File: src/common/smt_defs.svh
// Register map, field positions, reset values and counts for the serial transmitter
`ifndef SMT_DEFS_SVH
`define SMT_DEFS_SVH

// Byte offsets of the registers on the bus
`define SMT_OFF_HOLD 12'h000
`define SMT_OFF_STAT 12'h004
`define SMT_OFF_CTRL 12'h008
`define SMT_OFF_BAUD 12'h00C

// Status register field positions
`define SMT_ST_EMPTY 0
`define SMT_ST_DONE 1
`define SMT_ST_MPB 2

// Control register field positions
`define SMT_CT_EN 0
`define SMT_CT_TIE 1
`define SMT_CT_TX_DONE_IRQ_ENABLE 2
`define SMT_CT_CHAR7 3
`define SMT_CT_STOP2 4

// Reset values
`define SMT_RST_HOLD 8'hFF
`define SMT_RST_FLAG 1'b1
`define SMT_RST_BAUD 16'h0363
`define SMT_RST_CTRL 5'h00

// Index of the last data bit for 7-bit and 8-bit characters
`define SMT_LAST_BIT7 3'h6
`define SMT_LAST_BIT8 3'h7

`endif

File: src/common/smt_pkg.sv
// Types shared by the serial transmitter design files
package smt_pkg;

	// Frame sequencer states
	typedef enum logic [2:0] {
		SMT_IDLE,
		SMT_START,
		SMT_DATA,
		SMT_MPB,
		SMT_STOP1,
		SMT_STOP2
	} smt_state_t;

	// Software control bits, packed in register order (bit 0 last)
	typedef struct packed {
		logic stop2;
		logic char7;
		logic tx_done_irq_enable;
		logic tx_empty_irq_enable;
		logic en;
	} smt_ctrl_t;

	// Status bits, packed in register order (bit 0 last)
	typedef struct packed {
		logic mpb;
		logic done;
		logic empty;
	} smt_stat_t;

endpackage

File: src/verilog/smt_tx.sv
// Asynchronous multiprocessor-mode serial transmitter with APB registers
//
// Contract
// - Buffer-empty low means load holding into shifter
// - After load set buffer-empty and start frame
// - Buffer-empty interrupt on load when enabled
// - Frame begins with one low start bit
// - Seven or eight data bits, LSB first
// - Multiprocessor bit equals software-written value
// - One or two high stop bits
// - Line held high between frames
// - Buffer-empty sampled when stop bit begins
// - New data at stop: load, continue seamlessly
// - No data at stop: set done, idle
// - Done interrupt on done when enabled
`timescale 1ns/1ns
`default_nettype none
`include "smt_defs.svh"

module smt_tx (
	// Clock and reset
	input wire logic pclk,
	input wire logic presetn,
	// APB slave
	input wire logic [11:0] paddr,
	input wire logic psel,
	input wire logic penable,
	input wire logic pwrite,
	input wire logic [31:0] pwdata,
	output logic [31:0] prdata,
	output logic pready,
	output logic pslverr,
	// Serial line
	output logic txd,
	// Interrupt requests
	output logic tx_empty_irq,
	output logic tx_done_irq
);

	// Offset decode, shared by the read and write paths
	function automatic logic reg_hit(input logic [11:0] addr, input logic [11:0] off);
		reg_hit = (addr == off);
	endfunction

	// Any mapped offset
	function automatic logic reg_mapped(input logic [11:0] addr);
		reg_mapped = reg_hit(addr, `SMT_OFF_HOLD) || reg_hit(addr, `SMT_OFF_STAT) ||
			reg_hit(addr, `SMT_OFF_CTRL) || reg_hit(addr, `SMT_OFF_BAUD);
	endfunction

	// Register state
	logic [7:0] tx_holding_register;
	logic [7:0] next_hold;
	smt_pkg::smt_stat_t serial_status_register; // Empty, done and mp bit
	smt_pkg::smt_stat_t next_stat;
	smt_pkg::smt_ctrl_t serial_control_register; // Enables and frame format
	smt_pkg::smt_ctrl_t next_ctrl;
	logic [15:0] baud_div; // Bit period minus one, in clocks
	logic [15:0] next_baud;
	logic [31:0] next_prdata;

	// Sequencer state
	smt_pkg::smt_state_t st;
	smt_pkg::smt_state_t next_st;
	logic [7:0] tx_shift_register;
	logic [7:0] next_sh;
	logic [2:0] bcnt; // Data bit index
	logic [2:0] next_bcnt;
	logic chain; // Next frame already loaded
	logic next_chain;
	logic next_txd;
	logic load; // Holding register moves into shifter
	logic done_set; // No data waiting at stop time
	logic tick; // End of current bit period
	logic [2:0] last_bit;

	// Bus strobes
	logic wr_acc;
	logic rd_setup;
	assign wr_acc = psel && penable && pwrite;
	assign rd_setup = psel && !penable && !pwrite;

	// Zero-wait slave; unmapped offsets answer with an error
	assign pready = 1'b1;
	assign pslverr = psel && penable && !reg_mapped(paddr);

	assign tx_empty_irq = serial_status_register.empty && serial_control_register.tx_empty_irq_enable;
	assign tx_done_irq = serial_status_register.done && serial_control_register.tx_done_irq_enable;

	// Last data bit index from character length
	assign last_bit = serial_control_register.char7 ? `SMT_LAST_BIT7 : `SMT_LAST_BIT8;

	// Bit-rate timebase, held at zero while idle so a start bit is full length
	smt_baud smt_baud_i (
		.pclk(pclk),
		.presetn(presetn),
		.restart(st == smt_pkg::SMT_IDLE),
		.divisor(baud_div),
		.tick(tick)
	);

	// Register file next values: software writes, then hardware sets
	always_comb begin
		next_hold = tx_holding_register;
		next_stat = serial_status_register;
		next_ctrl = serial_control_register;
		next_baud = baud_div;
		next_prdata = prdata;
		if (wr_acc) begin
			if (reg_hit(paddr, `SMT_OFF_HOLD)) begin
				next_hold = pwdata[7:0];
			end
			if (reg_hit(paddr, `SMT_OFF_STAT)) begin
				if (!pwdata[`SMT_ST_EMPTY]) begin
					next_stat.empty = 1'b0;
					// Fresh data also means the line is no longer finished
					next_stat.done = 1'b0;
				end
				next_stat.mpb = pwdata[`SMT_ST_MPB];
			end
			if (reg_hit(paddr, `SMT_OFF_CTRL)) begin
				next_ctrl = pwdata[4:0];
			end
			if (reg_hit(paddr, `SMT_OFF_BAUD)) begin
				next_baud = pwdata[15:0];
			end
		end
		if (load) begin
			next_stat.empty = 1'b1;
		end
		if (done_set) begin
			next_stat.done = 1'b1;
		end
		// Read data captured in setup so it stands through the access phase
		if (rd_setup) begin
			next_prdata = 32'h0000_0000;
			if (reg_hit(paddr, `SMT_OFF_HOLD)) begin
				next_prdata[7:0] = tx_holding_register;
			end
			if (reg_hit(paddr, `SMT_OFF_STAT)) begin
				next_prdata[2:0] = serial_status_register;
			end
			if (reg_hit(paddr, `SMT_OFF_CTRL)) begin
				next_prdata[4:0] = serial_control_register;
			end
			if (reg_hit(paddr, `SMT_OFF_BAUD)) begin
				next_prdata[15:0] = baud_div;
			end
		end
	end

	// Register file flops
	always_ff @(posedge pclk or negedge presetn) begin
		if (!presetn) begin
			tx_holding_register <= `SMT_RST_HOLD;
			serial_status_register <= {1'b0, `SMT_RST_FLAG, `SMT_RST_FLAG};
			serial_control_register <= `SMT_RST_CTRL;
			baud_div <= `SMT_RST_BAUD;
			prdata <= 32'h0000_0000;
		end else begin
			tx_holding_register <= next_hold;
			serial_status_register <= next_stat;
			serial_control_register <= next_ctrl;
			baud_div <= next_baud;
			prdata <= next_prdata;
		end
	end

	// Frame sequencer next values; every step except the load from idle and the illegal-code recovery waits for the bit tick
	always_comb begin
		next_st = st;
		next_sh = tx_shift_register;
		next_bcnt = bcnt;
		next_chain = chain;
		load = 1'b0;
		done_set = 1'b0;
		unique case (st)
			smt_pkg::SMT_IDLE: begin
				if (serial_control_register.en && !serial_status_register.empty) begin
					load = 1'b1;
					next_sh = tx_holding_register;
					next_st = smt_pkg::SMT_START;
				end
			end
			smt_pkg::SMT_START: begin
				if (tick) begin
					next_bcnt = 3'h0;
					next_st = smt_pkg::SMT_DATA;
				end
			end
			smt_pkg::SMT_DATA: begin
				if (tick) begin
					next_sh = {1'b0, tx_shift_register[7:1]};
					if (bcnt == last_bit) begin
						next_st = smt_pkg::SMT_MPB;
					end else begin
						next_bcnt = bcnt + 3'h1;
					end
				end
			end
			smt_pkg::SMT_MPB: begin
				if (tick) begin
					next_st = smt_pkg::SMT_STOP1;
					if (!serial_status_register.empty) begin
						load = 1'b1;
						next_sh = tx_holding_register;
						next_chain = 1'b1;
					end else begin
						done_set = 1'b1;
						next_chain = 1'b0;
					end
				end
			end
			smt_pkg::SMT_STOP1: begin
				if (tick) begin
					if (serial_control_register.stop2) begin
						next_st = smt_pkg::SMT_STOP2;
					end else begin
						next_st = chain ? smt_pkg::SMT_START : smt_pkg::SMT_IDLE;
					end
				end
			end
			smt_pkg::SMT_STOP2: begin
				if (tick) begin
					next_st = chain ? smt_pkg::SMT_START : smt_pkg::SMT_IDLE;
				end
			end
			default: begin
				// Illegal code recovers to mark state
				next_st = smt_pkg::SMT_IDLE;
			end
		endcase
	end

	// Line level that goes with the next state, so txd and state move together
	always_comb begin
		unique case (next_st)
			smt_pkg::SMT_START: next_txd = 1'b0;
			smt_pkg::SMT_DATA: next_txd = next_sh[0];
			smt_pkg::SMT_MPB: next_txd = next_stat.mpb;
			default: next_txd = 1'b1;
		endcase
	end

	// Sequencer flops; line idles high out of reset
	always_ff @(posedge pclk or negedge presetn) begin
		if (!presetn) begin
			st <= smt_pkg::SMT_IDLE;
			tx_shift_register <= 8'h00;
			bcnt <= 3'h0;
			chain <= 1'b0;
			txd <= 1'b1;
		end else begin
			st <= next_st;
			tx_shift_register <= next_sh;
			bcnt <= next_bcnt;
			chain <= next_chain;
			txd <= next_txd;
		end
	end
endmodule
`default_nettype wire

File: src/verilog/smt_baud.sv
// Bit-rate timebase: one-cycle tick every divisor+1 clocks
`timescale 1ns/1ns
`default_nettype none

module smt_baud (
	// Clock and reset
	input wire logic pclk,
	input wire logic presetn,
	// Control
	input wire logic restart,
	input wire logic [15:0] divisor,
	// Bit period tick
	output logic tick
);

	// Cycle counter within one bit period
	logic [15:0] cnt;
	logic [15:0] next_cnt;

	// End of bit period reached
	assign tick = !restart && (cnt == divisor);

	// Next count: hold at zero while restarted, wrap at the tick
	always_comb begin
		next_cnt = cnt + 16'h0001;
		if (restart || tick) begin
			next_cnt = 16'h0000;
		end
	end

	// Register the count
	always_ff @(posedge pclk or negedge presetn) begin
		if (!presetn) begin
			cnt <= 16'h0000;
		end else begin
			cnt <= next_cnt;
		end
	end

endmodule
`default_nettype wire

File: config.mk
export PLATFORM = sky130hd
export DESIGN_NAME = smt_tx
export DESIGN_NICKNAME = d
export VERILOG_FILES = /design/src/common/smt_pkg.sv /design/src/verilog/smt_tx.sv /design/src/verilog/smt_baud.sv
export VERILOG_INCLUDE_DIRS = /design/src /design/src/common
export SDC_FILE = /design/constraint.sdc
export NUM_CORES = 1
export LEC_CHECK = 0
export BUFFER_PORTS_ARGS = -buffer_cell sky130_fd_sc_hd__buf_2
export CAP_MARGIN = 5
export CORE_MARGIN = 1
export CORE_UTILIZATION = 40
export DETAILED_ROUTE_END_ITERATION = 16
export SLEW_MARGIN = 30
export SYNTH_ARGS = -nofsm -noshare
export SYNTH_HDL_FRONTEND = slang
export SYNTH_SLANG_ARGS = --single-unit
File: constraint.sdc
create_clock -name pclk -period 7.15 [get_ports pclk]
set_input_delay 1.0725 -clock pclk [delete_from_list [all_inputs] [get_ports pclk]]
set_output_delay 1.0725 -clock pclk [all_outputs]
set_load 0.02 [all_outputs]
==> qor.yml <==
peakVddDrop_mv: 0.09835
postLayoutCoreUtil_pct: 47.59
p_comb_share_pct: 6.0
row_count: 35
hold_slack_ns: 0.4794
worstSetupStartpointType: "input port"
hold_buffers: 0
clock.fmax_mhz: 293.4
fp.dieW_um: 101.4
hold_viol: 0
antenna_cells: 0
ys_warn_count: 0
ios: 86
synth_most_common_cell: "dfrtp_1"
routabilityCongestion: 0.7959
synth-edff-count: 0
final-max-slew-violation-count: 0
grt_pass1_wl_mm: 12.86
worst_slew_margin_rel_pct: 45.90
postSynth.asyncResetShare_pct: 100.0
fin_nets: 454
hold_path.class: "flip-flop to flip-flop"
reg2reg_slack_ns: 4.56
intPower_uw: 637.7
critPathKind: "input port to output port"
syn_to_final_growth_pct: 13.29
routed_wl_mm: 7.949
p_total_uw: 849.7
period_needed_ns: 3.408
die_area_um2: 10290
drv_cap: 0
crit_chain: "buf_2 -> nor4_2 -> nand3_2 -> and3_1 -> buf_2"
slowest_stage: "nor4_2"
power_frac_clock_pct: 39.8
grt_pass1_vias: 2552
worstPathRequired_ns: 6.08
grt.total_usage_pct: 16.58
dr.pass1.iters: 4
final_cells: 537
hpwl_mm: 5.872
yosysTopAreaCellShare_pct: 39.86
clockRootBuffer: "clkbuf_8"
fin_crit_sh_pct: 47.66
postCtsSetupBuffers: 0
drive_gt1_share_pct: 29.17
clock_sink_count: 80
synthFlopType: "dfrtp_1"
core_area_um2: 9415
cts_buffer_depth: 2
setup_violations: 0
antenna_left: 0
syn_avg_cell_area_um2: 11.24
critPathCapture: "pslverr"
rsz0062_at_grt: "no"
start_util_pct: 42.01
clock_latency_ns: 0.35
power_leakage_nw: 2.105
worstSetupEndpointType: "output port"
switchingPower_uw: 212.0
setup_tns_ns: 0
wire_per_inst_um: 14.80
r2r-end: "txd"
ys_ff_latch: 80
ctsResizeCount: 0
netlist_instances: 352
synth_top_area_cell: "dfrtp_1"
vias_per_cell: 5.086
globalRoute.totalOverflow: 0
status: "finished clean"
r2r_cells: 7
die_y_um: 101.4
grt_antenna_before_repair: 0
cts_tree: "built"
dpl_cell_area_um2: 4272
dpl.cell_count: 521
pwr-share-seq_pct: 54.2
power_density_nw_per_um2: 189.6
h-tree-depth: 3
path_common_cell: "buf_2"
design_area_um2: 4481
reg2reg_from: "baud_div[8]"
dp_slack_ns: 3.715
route.detailed.drc: 0
sw_frac_of_total_pct: 24.95
cp-startpoint: "paddr[1]"
vias: 2731
synth_cell_types: 52
clock_skew_ns: 0.01142
fin_ws_ns: 3.742
synth_common_cells: "dfrtp_1, nor2_1, nand2_1"
grt_start_max_net_pins: 81
cts_buffers: 9
max_stage_delay_ns: 0.45
worst_ep_arrival_time_ns: 2.34
clk_pin_slew_worst_paths_ns: 0.09
crit_fanout: 9
netlist_area_um2: 3955
tightestPinTransition_ns: 0.8106
port_buffers: 52
seq_area_frac_synth_pct: 51.15
drt_iter0_drc: 117
ys_top_cells_by_area: "dfrtp_1, dfstp_2, mux2_2"
==> area by class of cell <==
type                            count  area [µm²]
Inverter                            5       18.77
Fill cell                         884        4935
Tap cell                          129       161.4
Clock inverter                      7       80.08
Timing Repair Buffer               52       266.5
Sequential cell                    80        2023
Multi-Input combinational cell    255        1807
Clock buffer                        9       123.9
==> worst max-delay path, delay by kind of cell <==
kind | cells | cell delay, ns
and+or+nand+nor | 3 | 1.01
buffers and inverters | 2 | 0.25
==> state kept, by name, summed over array words and instances (netlist names) <==
register                 cells
bcnt                         3
txd                          1
tx_shift_register            8
serial_control_register      5
st                           3
chain                        1
baud_div                    16
tx_holding_register          8
prdata                      16
smt_baud_i.cnt              16
serial_status_register       3
==> cells by family (layout without fill, tap and decap cells) <==
logic type      count (synthesis)  count (layout)  synth area share (%)
xor+xnor                       32              32                 7.086
compound gates                 52              52                 9.586
simple gates                  116             116                 15.53
other cells                     2              17                0.1899
mux                            36              36                 11.10
flops                          80              80                 51.15
fa+ha+maj                       2               2                0.6326
buf+inv                        32              73                 4.714
==> how the worst min path moves through the flow <==
stage / start / endpoint / slack (ns) / depth (start not counted)
2_1_floorplan: chain / chain / 0.44 / 1
6_report: prdata[1] / prdata[1] / 0.48 / 2
5_1_grt: prdata[0] / prdata[0] / 0.51 / 2
3_5_place_dp: prdata[5] / prdata[5] / 0.46 / 2
4_1_cts: prdata[5] / prdata[5] / 0.48 / 2
3_3_place_gp: chain / chain / 0.46 / 1
==> layer usage <==
layer	wire length, µm	up-vias	GRT usage (%)
li1	-	1320	-
met1	4063	1331	24.08
met2	3480	78	25.17
met3	363	2	3.796
met4	41	0	4.013
met5	0	-	0
==> cell usage in the layout (no fill, tap or decap), drive strengths merged, types with 4 or more instances in the layout <==
master	count
inv	6
mux2	30
clkbuf	9
a22o	9
a21oi	4
nand2	27
conb	17
nand4	7
xnor2	24
and2	5
nor2b	9
o31ai	5
clkinv	4
and3	9
dfstp	17
o21ai	12
nand3	11
dfrtp	63
xor2	8
nor2	34
buf	52
a221o	6
==> power groups by stage <==
stage	registers, mW	logic (mW)	clock network (mW)
after detailed placement	0.469	0.0509	0
after floorplan	0.468	0.0339	0
final	0.461	0.0506	0.338
after global routing	0.461	0.0571	0.369
after global placement	0.469	0.0506	0
after CTS	0.461	0.0515	0.347
No activity file was read; power rests on OpenSTA's default activity.
